[src/hw/asrt_pkg.sv]
package asrt_pkg;

    // control bits latched by the control strobe
    typedef struct packed {
        logic [1:0] word_len_sel;       // 00=5 .. 11=8 data bits
        logic       stop_bits_select;   // 0=one stop bit, 1=two (one and a half at five bits)
        logic       parity_even_select; // 1=even, 0=odd
        logic       parity_disable;     // 1=no parity bit
    } asrt_ctrl_t;

    // status word driven onto the status outputs
    typedef struct packed {
        logic tx_buffer_empty;
        logic rx_data_avail;
        logic rx_overrun;
        logic rx_framing_err;
        logic rx_parity_err;
    } asrt_status_t;

    typedef enum logic [2:0] {TX_IDLE, TX_START, TX_DATA, TX_PARITY, TX_STOP} asrt_tx_state_t;
    typedef enum logic [2:0] {RX_IDLE, RX_VERIFY, RX_DATA, RX_PARITY, RX_STOP} asrt_rx_state_t;

    // bit timing in ticks of the 16x clocks
    localparam logic [5:0] BIT_LAST   = 6'h0F;  // sixteen ticks per bit
    localparam logic [5:0] HALF_LAST  = 6'h07;  // eight ticks, start verify
    localparam logic [5:0] STOP1_LAST = 6'h0F;  // one stop bit
    localparam logic [5:0] STOP15_LAST = 6'h17; // one and a half stop bits
    localparam logic [5:0] STOP2_LAST = 6'h1F;  // two stop bits
    localparam logic [1:0] WL_FIVE    = 2'h0;   // word length code for five bits
    localparam logic [2:0] WL_BASE    = 3'h4;   // last bit index for five bits

    // control reset: eight bits, odd parity, one stop bit
    localparam asrt_ctrl_t CTRL_RESET = 5'h18;

endpackage : asrt_pkg

[src/hw/asrt_fifo.sv]
`timescale 1ns/10ps
// small synchronous fifo with valid/ready on both sides
module asrt_fifo #(
    parameter int WIDTH = 8,
    parameter int DEPTH = 16
) (
    input  wire logic             clk,        // system clock
    input  wire logic             arst_n,     // async reset, active low
    input  wire logic             flush,      // drop all content
    input  wire logic             in_valid,   // write request
    output logic                  in_ready,   // space available
    input  wire logic [WIDTH-1:0] in_data,    // write data
    output logic                  out_valid,  // word available
    input  wire logic             out_ready,  // consumer takes word
    output logic      [WIDTH-1:0] out_data    // head word
);

    localparam int AW = $clog2(DEPTH);

    logic [WIDTH-1:0] mem_reg [DEPTH];
    logic [AW:0]      wr_ptr_reg;
    logic [AW:0]      rd_ptr_reg;
    logic             push;
    logic             pop;

    // full when pointers differ only in the wrap bit
    assign in_ready  = !((wr_ptr_reg[AW] != rd_ptr_reg[AW]) &&
                         (wr_ptr_reg[AW-1:0] == rd_ptr_reg[AW-1:0]));
    assign out_valid = (wr_ptr_reg != rd_ptr_reg);
    assign push      = in_valid && in_ready && !flush;
    assign pop       = out_valid && out_ready && !flush;
    assign out_data  = mem_reg[rd_ptr_reg[AW-1:0]];

    // storage array
    always_ff @(posedge clk) begin
        if (push) begin
            mem_reg[wr_ptr_reg[AW-1:0]] <= in_data;
        end
    end

    // pointers
    always_ff @(posedge clk or negedge arst_n) begin
        if (!arst_n) begin
            wr_ptr_reg <= '0;
            rd_ptr_reg <= '0;
        end else if (flush) begin
            wr_ptr_reg <= '0;
            rd_ptr_reg <= '0;
        end else begin
            if (push) begin
                wr_ptr_reg <= wr_ptr_reg + 1'b1;
            end
            if (pop) begin
                rd_ptr_reg <= rd_ptr_reg + 1'b1;
            end
        end
    end

endmodule : asrt_fifo

[src/hw/asrt_sync.sv]
`timescale 1ns/10ps
// two-flop synchroniser for a bundle of pin inputs
module asrt_sync #(
    parameter int               WIDTH     = 1,
    parameter logic [WIDTH-1:0] RESET_VAL = '0
) (
    input  wire logic             clk,     // system clock
    input  wire logic             arst_n,  // async reset, active low
    input  wire logic [WIDTH-1:0] d_in,    // asynchronous inputs
    output logic      [WIDTH-1:0] q_out    // synchronised outputs
);

    logic [WIDTH-1:0] meta_reg;

    // first stage feeds only the second stage
    always_ff @(posedge clk or negedge arst_n) begin
        if (!arst_n) begin
            meta_reg <= RESET_VAL;
            q_out    <= RESET_VAL;
        end else begin
            meta_reg <= d_in;
            q_out    <= meta_reg;
        end
    end

endmodule : asrt_sync

[src/hw/asrt_top.sv]
`timescale 1ns/10ps
// Summary of operation
// - master reset marks line, clears receive flags
// - both 16x clocks divided by sixteen
// - load strobe captures data, buffer not empty
// - idle shifter takes buffer, starts bit
// - frame is start, data lsb first, parity, stop
// - char done after last stop; chain next
// - char done holds until next start
// - idle line stays at mark level
// - start bit on tx clock falling edge
// - control strobe high latches control bits
// - word length five to eight bits
// - one, two, or one-and-half stop bits
// - parity odd, even or none
// - no parity: stop follows last data
// - data lsb first, unused bits ignored
// - received data right justified, upper zero
// - start verified after half bit low
// - parity error on mismatch, low if none
// - framing error when stop bit low
// - overrun when character lands on unread
// - data available set, host clear lowers
// - outputs enabled by active-low enables
// - word length code 00..11 gives 5..8
module asrt_top
    import asrt_pkg::*;
#(
    parameter int DATA_W     = 8,   // widest character
    parameter int FIFO_DEPTH = 16   // transmit buffer depth
) (
    input  wire logic              clk,                 // 50 MHz system clock
    input  wire logic              arst_n,              // async reset, active low
    input  wire logic              master_reset,        // pin, high resets the block
    input  wire logic              tx_clock_16x,        // pin, 16x transmit clock
    input  wire logic              rx_clock_16x,        // pin, 16x receive clock
    input  wire logic              tx_load_strobe_n,    // pin, low pulse loads data
    input  wire logic [DATA_W-1:0] tx_data_in,          // pin, lsb on bit 0
    input  wire logic              control_load_strobe, // pin, high latches control
    input  wire asrt_ctrl_t        ctrl_in,             // pins, control bits
    input  wire logic              rx_serial_in,        // pin, serial receive line
    input  wire logic              rx_avail_clear_n,    // pin, low clears data avail
    input  wire logic              rx_data_out_en_n,    // pin, low enables data out
    input  wire logic              status_out_en_n,     // pin, low enables status
    output logic                   tx_serial_out,       // serial transmit line
    output logic                   tx_char_done,        // end of character
    output logic                   tx_fifo_ready,       // transmit buffer can accept
    output logic      [DATA_W-1:0] rx_data_out,         // received character
    output logic                   rx_data_out_oe,      // high while data driven
    output asrt_status_t           status_out,          // status word
    output logic                   status_out_oe        // high while status driven
);

    localparam int SYNC_W = 14 + DATA_W;

    // right-justify an lsb-first shifted character, zero upper bits
    function automatic logic [DATA_W-1:0] justify(input logic [DATA_W-1:0] d,
                                                   input logic [1:0] wl);
        logic [2:0] sh;
        sh = 3'h3 - {1'h0, wl};
        justify = d >> sh;
    endfunction : justify

    // keep only the data bits of the selected word length
    function automatic logic [DATA_W-1:0] mask_data(input logic [DATA_W-1:0] d,
                                                     input logic [1:0] wl);
        logic [DATA_W-1:0] m;
        m = {DATA_W{1'h1}} >> (3'h3 - {1'h0, wl});
        mask_data = d & m;
    endfunction : mask_data

    // parity bit giving odd or even count of ones
    function automatic logic parity_of(input logic [DATA_W-1:0] d, input logic even);
        parity_of = (^d) ^ !even;
    endfunction : parity_of

    // synchronised pin inputs
    logic              mr_s, txc_s, rxc_s, tds_s, cs_s, rsi_s, clr_s, rde_s, swe_s;
    asrt_ctrl_t        ctrl_s;
    logic [DATA_W-1:0] txd_s;

    asrt_sync #(
        .WIDTH     (SYNC_W),
        .RESET_VAL ({1'h0, 1'h0, 1'h0, 1'h1, 1'h0, 5'h00, 1'h1, 1'h1, 1'h1, 1'h1,
                     {DATA_W{1'h0}}})
    ) u_sync (
        .clk    (clk),
        .arst_n (arst_n),
        .d_in   ({master_reset, tx_clock_16x, rx_clock_16x, tx_load_strobe_n,
                  control_load_strobe, ctrl_in, rx_serial_in, rx_avail_clear_n,
                  rx_data_out_en_n, status_out_en_n, tx_data_in}),
        .q_out  ({mr_s, txc_s, rxc_s, tds_s, cs_s, ctrl_s, rsi_s, clr_s,
                  rde_s, swe_s, txd_s})
    );

    // edge detection on synchronised clocks and strobe
    logic txc_d_reg, rxc_d_reg, tds_d_reg;
    logic tx_fall, tx_rise, rx_rise, tds_trail;

    always_ff @(posedge clk or negedge arst_n) begin
        if (!arst_n) begin
            txc_d_reg <= 1'h0;
            rxc_d_reg <= 1'h0;
            tds_d_reg <= 1'h1;
        end else begin
            txc_d_reg <= txc_s;
            rxc_d_reg <= rxc_s;
            tds_d_reg <= tds_s;
        end
    end

    assign tx_fall   = txc_d_reg && !txc_s;
    assign tx_rise   = !txc_d_reg && txc_s;
    assign rx_rise   = !rxc_d_reg && rxc_s;
    assign tds_trail = !tds_d_reg && tds_s;

    // control holding register, transparent while strobe high
    asrt_ctrl_t ctrl_reg;

    always_ff @(posedge clk or negedge arst_n) begin
        if (!arst_n) begin
            ctrl_reg <= CTRL_RESET;
        end else if (cs_s) begin
            ctrl_reg <= ctrl_s;
        end
    end

    // stop length and last data bit index from control
    logic [5:0] stop_last;
    logic [2:0] last_bit;

    always_comb begin
        last_bit = WL_BASE + {1'h0, ctrl_reg.word_len_sel};
        if (!ctrl_reg.stop_bits_select) begin
            stop_last = STOP1_LAST;
        end else if (ctrl_reg.word_len_sel == WL_FIVE) begin
            stop_last = STOP15_LAST;
        end else begin
            stop_last = STOP2_LAST;
        end
    end

    // transmit buffer between load strobe and shifter
    logic              fifo_out_valid;
    logic              fifo_out_ready;
    logic [DATA_W-1:0] fifo_out_data;

    asrt_fifo #(
        .WIDTH (DATA_W),
        .DEPTH (FIFO_DEPTH)
    ) u_fifo (
        .clk       (clk),
        .arst_n    (arst_n),
        .flush     (mr_s),
        .in_valid  (tds_trail),
        .in_ready  (tx_fifo_ready),
        .in_data   (txd_s),
        .out_valid (fifo_out_valid),
        .out_ready (fifo_out_ready),
        .out_data  (fifo_out_data)
    );

    // transmitter state
    asrt_tx_state_t    tx_state_reg;
    logic [5:0]        tx_cnt_reg;
    logic [2:0]        tx_bit_reg;
    logic [DATA_W-1:0] tx_shift_reg;
    logic              tx_par_reg;
    logic              tx_out_reg;
    logic              tx_done_reg;
    logic              tx_stop_end;
    logic              tx_load;

    assign tx_stop_end    = (tx_state_reg == TX_STOP) && (tx_cnt_reg == stop_last);
    // shifter takes the buffer when idle or finishing a character
    assign fifo_out_ready = tx_fall && ((tx_state_reg == TX_IDLE) || tx_stop_end);
    assign tx_load        = fifo_out_valid && fifo_out_ready;

    // transmit sequencer, advances on tx clock falling edges
    always_ff @(posedge clk or negedge arst_n) begin
        if (!arst_n) begin
            tx_state_reg <= TX_IDLE;
            tx_cnt_reg   <= 6'h00;
            tx_bit_reg   <= 3'h0;
            tx_shift_reg <= '0;
            tx_par_reg   <= 1'h0;
            tx_out_reg   <= 1'h1;
        end else if (mr_s) begin
            tx_state_reg <= TX_IDLE;
            tx_cnt_reg   <= 6'h00;
            tx_out_reg   <= 1'h1;
        end else if (tx_load) begin
            tx_state_reg <= TX_START;
            tx_cnt_reg   <= 6'h00;
            tx_shift_reg <= mask_data(fifo_out_data, ctrl_reg.word_len_sel);
            tx_par_reg   <= parity_of(mask_data(fifo_out_data, ctrl_reg.word_len_sel),
                                      ctrl_reg.parity_even_select);
            tx_out_reg   <= 1'h0;
        end else if (tx_fall) begin
            tx_cnt_reg <= tx_cnt_reg + 6'h01;
            unique case (tx_state_reg)
                TX_IDLE: begin
                    tx_cnt_reg <= 6'h00;
                    tx_out_reg <= 1'h1;
                end
                TX_START: begin
                    if (tx_cnt_reg == BIT_LAST) begin
                        tx_state_reg <= TX_DATA;
                        tx_cnt_reg   <= 6'h00;
                        tx_bit_reg   <= 3'h0;
                        tx_out_reg   <= tx_shift_reg[0];
                        tx_shift_reg <= tx_shift_reg >> 1;
                    end
                end
                TX_DATA: begin
                    if (tx_cnt_reg == BIT_LAST) begin
                        tx_cnt_reg <= 6'h00;
                        if (tx_bit_reg == last_bit) begin
                            if (ctrl_reg.parity_disable) begin
                                tx_state_reg <= TX_STOP;
                                tx_out_reg   <= 1'h1;
                            end else begin
                                tx_state_reg <= TX_PARITY;
                                tx_out_reg   <= tx_par_reg;
                            end
                        end else begin
                            tx_bit_reg   <= tx_bit_reg + 3'h1;
                            tx_out_reg   <= tx_shift_reg[0];
                            tx_shift_reg <= tx_shift_reg >> 1;
                        end
                    end
                end
                TX_PARITY: begin
                    if (tx_cnt_reg == BIT_LAST) begin
                        tx_state_reg <= TX_STOP;
                        tx_cnt_reg   <= 6'h00;
                        tx_out_reg   <= 1'h1;
                    end
                end
                TX_STOP: begin
                    if (tx_stop_end) begin
                        tx_state_reg <= TX_IDLE;
                        tx_cnt_reg   <= 6'h00;
                    end
                end
            endcase
        end
    end

    // end of character: rises in last half of last stop, falls at next start
    always_ff @(posedge clk or negedge arst_n) begin
        if (!arst_n) begin
            tx_done_reg <= 1'h1;
        end else if (mr_s) begin
            tx_done_reg <= 1'h1;
        end else if (tx_load) begin
            tx_done_reg <= 1'h0;
        end else if (tx_rise && tx_stop_end) begin
            tx_done_reg <= 1'h1;
        end
    end

    assign tx_serial_out = tx_out_reg;
    assign tx_char_done  = tx_done_reg;

    // receiver state
    asrt_rx_state_t    rx_state_reg;
    logic [5:0]        rx_cnt_reg;
    logic [2:0]        rx_bit_reg;
    logic [DATA_W-1:0] rx_shift_reg;
    logic              rx_par_reg;
    logic              rx_prev_reg;
    logic              rx_done;
    logic              rx_at_mid;

    assign rx_at_mid = rx_rise && (rx_cnt_reg == BIT_LAST);
    assign rx_done   = rx_at_mid && (rx_state_reg == RX_STOP);

    // receive sequencer, advances on rx clock rising edges
    always_ff @(posedge clk or negedge arst_n) begin
        if (!arst_n) begin
            rx_state_reg <= RX_IDLE;
            rx_cnt_reg   <= 6'h00;
            rx_bit_reg   <= 3'h0;
            rx_shift_reg <= '0;
            rx_par_reg   <= 1'h0;
            rx_prev_reg  <= 1'h1;
        end else if (mr_s) begin
            rx_state_reg <= RX_IDLE;
            rx_cnt_reg   <= 6'h00;
            rx_prev_reg  <= 1'h1;
        end else if (rx_rise) begin
            rx_prev_reg <= rsi_s;
            rx_cnt_reg  <= rx_cnt_reg + 6'h01;
            unique case (rx_state_reg)
                RX_IDLE: begin
                    rx_cnt_reg <= 6'h00;
                    if (rx_prev_reg && !rsi_s) begin
                        rx_state_reg <= RX_VERIFY;
                    end
                end
                RX_VERIFY: begin
                    if (rsi_s) begin
                        rx_state_reg <= RX_IDLE;
                    end else if (rx_cnt_reg == HALF_LAST) begin
                        rx_state_reg <= RX_DATA;
                        rx_cnt_reg   <= 6'h00;
                        rx_bit_reg   <= 3'h0;
                    end
                end
                RX_DATA: begin
                    if (rx_cnt_reg == BIT_LAST) begin
                        rx_cnt_reg   <= 6'h00;
                        rx_shift_reg <= {rsi_s, rx_shift_reg[DATA_W-1:1]};
                        rx_bit_reg   <= rx_bit_reg + 3'h1;
                        if (rx_bit_reg == last_bit) begin
                            rx_state_reg <= ctrl_reg.parity_disable ? RX_STOP : RX_PARITY;
                        end
                    end
                end
                RX_PARITY: begin
                    if (rx_cnt_reg == BIT_LAST) begin
                        rx_cnt_reg   <= 6'h00;
                        rx_par_reg   <= rsi_s;
                        rx_state_reg <= RX_STOP;
                    end
                end
                RX_STOP: begin
                    if (rx_cnt_reg == BIT_LAST) begin
                        rx_state_reg <= RX_IDLE;
                        rx_cnt_reg   <= 6'h00;
                    end
                end
            endcase
        end
    end

    // receive buffer and status flags
    logic [DATA_W-1:0] rx_data_reg;
    logic              rx_avail_reg, rx_over_reg, rx_frame_reg, rx_perr_reg;
    logic [DATA_W-1:0] rx_char;

    assign rx_char = justify(rx_shift_reg, ctrl_reg.word_len_sel);

    always_ff @(posedge clk or negedge arst_n) begin
        if (!arst_n) begin
            rx_data_reg  <= '0;
            rx_avail_reg <= 1'h0;
            rx_over_reg  <= 1'h0;
            rx_frame_reg <= 1'h0;
            rx_perr_reg  <= 1'h0;
        end else if (mr_s) begin
            rx_data_reg  <= '0;
            rx_avail_reg <= 1'h0;
            rx_over_reg  <= 1'h0;
            rx_frame_reg <= 1'h0;
            rx_perr_reg  <= 1'h0;
        end else if (rx_done) begin
            rx_data_reg  <= rx_char;
            rx_over_reg  <= rx_avail_reg;
            rx_frame_reg <= !rsi_s;
            rx_perr_reg  <= (parity_of(rx_char, ctrl_reg.parity_even_select) != rx_par_reg);
            rx_avail_reg <= 1'h1;
        end else if (!clr_s) begin
            rx_avail_reg <= 1'h0;
        end
    end

    // output drive and enables
    assign rx_data_out                = rx_data_reg;
    assign rx_data_out_oe             = !rde_s;
    assign status_out_oe              = !swe_s;
    assign status_out.tx_buffer_empty = !fifo_out_valid;
    assign status_out.rx_data_avail   = rx_avail_reg;
    assign status_out.rx_overrun      = rx_over_reg;
    assign status_out.rx_framing_err  = rx_frame_reg;
    assign status_out.rx_parity_err   = rx_perr_reg && !ctrl_reg.parity_disable;
endmodule : asrt_top
[config.mk]
export PLATFORM = sky130hd
export DESIGN_NAME = asrt_top
export DESIGN_NICKNAME = d
export VERILOG_FILES = /design/src/hw/asrt_pkg.sv /design/src/hw/asrt_fifo.sv /design/src/hw/asrt_sync.sv /design/src/hw/asrt_top.sv
export SDC_FILE = /design/constraint.sdc
export NUM_CORES = 1
export LEC_CHECK = 0
export BUFFER_PORTS_ARGS = -buffer_cell sky130_fd_sc_hd__clkbuf_2
export CAP_MARGIN = 30
export CORE_UTILIZATION = 65
export CTS_CLUSTER_DIAMETER = 120
export CTS_CLUSTER_SIZE = 12
export DETAILED_ROUTE_END_ITERATION = 8
export PLACE_DENSITY_LB_ADDON = 0.1
export SETUP_SLACK_MARGIN = 0.02
export SLEW_MARGIN = 10
export SYNTH_ARGS = -nofsm -noshare
export SYNTH_HDL_FRONTEND = slang
export SYNTH_SLANG_ARGS = --single-unit
[constraint.sdc]
create_clock -name clk -period 6.9 [get_ports clk]
set_input_delay 0.69 -clock clk [delete_from_list [all_inputs] [get_ports clk]]
set_output_delay 0.69 -clock clk [all_outputs]
set_load 0.05 [all_outputs]
Yosys cells after proc, flatten, opt, wreduce, memory -nomap -nowiden

Memories as Yosys holds them, arrays and structs flattened.
Index checks and enable logic that the tools add are counted.

Multiplexer cells: 79
Shifts and indexed selects: 2
Reduce and logical (&&, ||, !) cells: 57
Eq/ne operators: 39
$add $sub $neg: 8
Bitwise logic cells: 5

Operators with widths:

| operator                                                                 | count |
|---|---|
| 3-bit two-way mux                                                        | 24 |
| 6-bit two-way mux                                                        | 10 |
| 8-bit two-way mux                                                        | 7 |
| 6-bit case mux with 3 select lines                                       | 2 |
| 5-bit two-way mux                                                        | 5 |
| 1-bit two-way mux                                                        | 24 |
| 7-bit AND reduction                                                      | 3 |
| 4-bit by 3-bit inequality test with 1-bit output (second input constant) | 5 |
| 1-bit logical AND                                                        | 16 |
| 8-bit case mux with 2 select lines                                       | 1 |
| 8-bit XOR reduction                                                      | 2 |
| 3-bit by 2-bit inequality test with 1-bit output (second input constant) | 5 |
| 3-bit case mux with 5 select lines                                       | 1 |
| 2-bit nonzero test                                                       | 7 |
| 6-bit by 1-bit adder with 6-bit output (second input constant)           | 2 |
| 3-bit by 2-bit == test with 1-bit output (second input constant)         | 4 |
| 6-bit by 4-bit == test with 1-bit output (second input constant)         | 2 |
| 1-bit zero test                                                          | 12 |
| 2-bit inequality test (second input constant)                            | 6 |
| 3-bit case mux with 2 select lines                                       | 2 |
| 3-bit case mux with 4 select lines                                       | 1 |
| 6-bit AND reduction                                                      | 2 |
| 6-bit nonzero test                                                       | 2 |
| 5-bit by 1-bit adder with 5-bit output (second input constant)           | 2 |
| 29 further kinds                                                         | 43 |

Output and inout port bits: 18
Word-level logic and storage cells: 220
Flip-flop bits (word level): 119
Input port bits: 24
Memories kept: 1
Memory bits (writable): 128

Memories:

| name           | words | bits a word | rd ports | clocked after memory_dff | write ports | line            | RTL |
|---|---|---|---|---|---|---|---|
| u_fifo.mem_reg | 16    | 8           | 1        | 0                        | 1           | asrt_fifo.sv:20 | `logic [WIDTH-1:0] mem_reg [DEPTH];` |

Logic depth before layout (Yosys ltp)

Depth after elaboration: 11
Mapped depth: 11
Gate-level depth less buffers: 8

Hierarchy

Synthesis repeated with hierarchy kept, for this count alone.

Cells, all modules: 726
Area, all modules: 10637.7 um^2

By module, submodules not included:

| module    | cells an instance | sequential area each (um^2) | times used | area each (um^2) |
|---|---|---|---|---|
| asrt_fifo | 276               | 4093.9                      | 1          | 5679.2 |
| asrt_top  | 406               | 1634.1                      | 1          | 3844.9 |
| asrt_sync | 44                | 1113.6                      | 1          | 1113.6 |

Worst setup path after synthesis

OpenSTA, ideal clock, no wires.

Kind: register to register
Start point: register u_fifo.rd_ptr_reg[1]
End point: memory u_fifo.mem_reg[4][0], enable pin
Library setup time: 0.332 ns
Data required time: 6.568 ns
Period minus slack after synthesis: 2.892 ns
Slack: 4.008 ns
Cell stages (with the launch flop): 9
Arrival time: 2.561 ns
Cells stage by stage: dfrtp_1 > clkbuf_1 > clkbuf_1 > xnor2_1 > nand4_1 > nand2b_1 > nand3b_1 > nor4b_1 > and2_1

Word-level cells in the longest chain between the ends: 7

RTL lines:

| item                                    | line            | RTL |
|---|---|---|
| start, declared                         | asrt_fifo.sv:22 | `logic [AW:0] rd_ptr_reg;` |
| start signal, assigned                  | asrt_fifo.sv:54 | `rd_ptr_reg <= rd_ptr_reg + 1'b1;` |
| 4-bit == test                           | asrt_fifo.sv:28 | `(wr_ptr_reg[AW-1:0] == rd_ptr_reg[AW-1:0]));` |
| 1-bit logical AND                       | asrt_fifo.sv:27 | `assign in_ready = !((wr_ptr_reg[AW] != rd_ptr_reg[AW]) &&` |
| 1-bit zero test                         | asrt_fifo.sv:27 |  |
| net tx_fifo_ready                       | asrt_top.sv:47  | `output logic tx_fifo_ready,` |
| 1-bit logical AND (2 in series)         | asrt_fifo.sv:30 | `assign push = in_valid && in_ready && !flush;` |
| 1-bit two-way mux                       | asrt_fifo.sv:36 | `if (push) begin` |
| 1-bit two-way mux (not written as such) | asrt_fifo.sv:37 | `mem_reg[wr_ptr_reg[AW-1:0]] <= in_data;` |
| end, declared                           | asrt_fifo.sv:20 |  |

The timed path passes the listed nets, and every way through them passes these cells.

Final worst setup path

Start point: register u_fifo.rd_ptr_reg[0]
End point: register tx_par_reg

Word-level cells in the longest chain between the ends: 4

RTL lines:

| item                   | line            | RTL |
|---|---|---|
| memory read 16 x 8 bit | n/a             |  |
| 8-bit bitwise AND      | asrt_top.sv:69  | `mask_data = d & m;` |
| 8-bit XOR reduction    | asrt_top.sv:74  | `parity_of = (^d) ^ !even;` |
| 1-bit bitwise XOR      | asrt_top.sv:74  |  |
| end signal, assigned   | asrt_top.sv:196 | `tx_par_reg <= parity_of(mask_data(fifo_out_data, ctrl_reg.word_len_sel),` |
| end, declared          | asrt_top.sv:168 | `logic tx_par_reg;` |

Several ways; a longest one is shown, not always the timed one.
A chain may end at the register's enable or synchronous reset.

==> metrics <==
maximum VDD drop=0.000249 V; Post CTS Setup Buffer Count=0; max-cap violation count=0; final slew viol count=0; RSZ-0062 raised after global routing=no; Min Clock Period, post-route=3080 ps; DRT iter0 DRCs=655; final period utilization=44.6%; Synth Instances=721; root buffer cell=clkbuf_16; final setup vio count=0; residual DRC count=0; Cell variety after synth=62; RD Place Congestion=0.835; initial core utilization=67.3%; Slew HR=38.1%; post-DR vias/cell=6.15; syn avg cell area=14.4 µm²; Layout Nets=791; Synth Cell Area=0.0103 mm²; CORE AREA=0.0154 mm²; Final HPWL DP=13,200 µm; P_leak=4.30 nW; status=finished, final reports clean; IO buf count=41; Placement Setup Slack=3810 ps; CP arrival=3480 ps; Sw Ratio=22.5%; synth cell count leaders=edfxtp_1, dfrtp_1, nand2_1, nor2_1, mux4_2; Clock power frac=38.8%; drt first pass iters=6; Area contributors post-synth=edfxtp_1, dfrtp_1, mux4_2, dfstp_2, mux2i_1; Ports=42; # H-tree levels=1; chip width=128 µm; number of synthesized flops with an enable pin=128; Largest register FFs=128; clock buffer depth=3; Final Routed Wirelength=20,700 µm; CP endpoint kind=flop; combinational power share=6.0%; Post-synth top flop=edfxtp_1; internal power=2.35 mW; PD cells=266 mW/mm²; WP data required=7300 ps; count leader, synth=edfxtp_1; Yosys reg bits=247; Antenna Diode Count=0; Ys Warns=0; Worst Reg-to-Reg Cells=8; skew final=11.2 ps; area grow syn2layout=10.1%; ys async rst share=48.2%; share of layout cells above drive strength 1=18.6%; antenna violations before repair=0; worst-skew pair later-pin latency=520 ps; hold buffers post-CTS=0; r2r endpoint=tx_par_reg; critical path type=reg2reg; Fmax=325 MHz; final hold violations=0; global route overflow=0; Die ar.=0.0164 mm²; post-CTS sizing=0; Seq pwr share=55.1%; Hold Path Class=in2async; largest net degree at the start of global routing=84; Final WS setup=3820 ps; share of the synthesized area in the top cell type=37.1%; FP Rows=45; vias in the first global route=6,179; clk sinks=247; CP Launch Type=flop; GRT Resource Usage Total=26.8%; TNS Setup=0 ps; Max FO, Critical Path=42; wire length per cell=20.9 µm; first-pass GRT wire length=33,200 µm; r2r startpoint=u_fifo.rd_ptr_reg[0]; Via Count=6,070; Post-DRT Antenna Nets=0; Synth area leader=edfxtp_1; worst slew pin tran=929 ps; FF-to-FF setup slack=3820 ps; CTS buffer count=24; Synth Net Count=754; die height=128 µm; CTS tree=built; Sw Pwr=0.680 mW; clock-pin transition on the worst setup and hold timing paths=60 ps; Seq/Total Area, Yosys=66.1%
-- final cells by class --
| type | instances | area (µm²) |
|---|---|---|
| Clock buffer | 42 | 668 |
| Inverter | 17 | 63.8 |
| Clock inverter | 2 | 22.5 |
| Fill cell | 946 | 3980 |
| Multi-Input combinational cell | 420 | 3250 |
| Timing Repair Buffer | 48 | 280 |
| Tap cell | 211 | 264 |
| Sequential cell | 247 | 6840 |
-- per-stage QoR --
step / instances / util, % / total power, mW / hold slack, ps / cell area (µm²)
global placement: 940 / 69.4 / 1.87 / 331 / 10700
finish: 987 / 74.1 / 3.03 / 128 / 11400
CTS: 985 / 73.9 / 3.05 / 143 / 11400
floorplan: 721 / - / 1.81 / 331 / 10300
global route: 987 / 74.1 / 3.14 / 161 / 11400
detailed placement: 941 / 69.4 / 1.88 / 335 / 10700
-- worst max-delay path, stage by stage, from the launching register on --
cell	delay [ps]
dfrtp_2	330
buf_4	560
mux4_2	600
mux2i_1	260
xnor2_1	160
mux2i_1	170
xor2_1	150
xnor3_1	410
mux2_4	260
-- power by group through the flow --
stage	Sequential, mW	Combinational, mW	Clock [mW]
2_1_floorplan	1.67	0.141	0
3_3_place_gp	1.69	0.172	0
3_5_place_dp	1.70	0.181	0
4_1_cts	1.67	0.181	1.20
5_1_grt	1.68	0.204	1.26
6_report	1.67	0.182	1.18
-- cell usage in the layout (no fill, tap or decap), types with 22 or more instances in the layout --
| cell type | instances |
|---|---|
| nand2_1 | 52 |
| dfrtp_1 | 102 |
| nor2_1 | 52 |
| clkbuf_16 | 24 |
| mux4_2 | 29 |
| xnor2_1 | 23 |
| o21ai_0 | 25 |
| mux2i_1 | 22 |
| edfxtp_1 | 128 |
| clkbuf_2 | 40 |
-- metal layers --
| layer | routed length [µm] | GRT usage [%] |
|---|---|---|
| met2 | 10000 | 42.6 |
| met3 | 1270 | 4.42 |
| met5 | 0 | 0 |
| met4 | 525 | 8.24 |
| met1 | 8820 | 38.6 |
-- worst max-delay path by stage --
stage,to,slack (ps),start
after floorplan,u_fifo.mem_reg[4][0],4010,u_fifo.rd_ptr_reg[1]
after global placement,tx_shift_reg[7],3850,ctrl_reg[3]
after detailed placement,tx_par_reg,3810,u_fifo.rd_ptr_reg[0]
after CTS,tx_par_reg,3780,u_fifo.rd_ptr_reg[0]
after global routing,u_fifo.mem_reg[3][5],3570,u_fifo.rd_ptr_reg[0]
final,tx_par_reg,3820,u_fifo.rd_ptr_reg[0]
-- cell families after synthesis --
| family | share of synthesized area [%] |
|---|---|
| DFF | 66.1 |
| and+or+nand+nor | 9.29 |
| AOI/OAI and AO/OA | 6.84 |
| muxes | 10.9 |
| buffers and inverters | 2.47 |
| xor gates and xnor gates | 3.31 |
| adders and majority gates | 1.09 |
(Power assumes the default switching activity.)
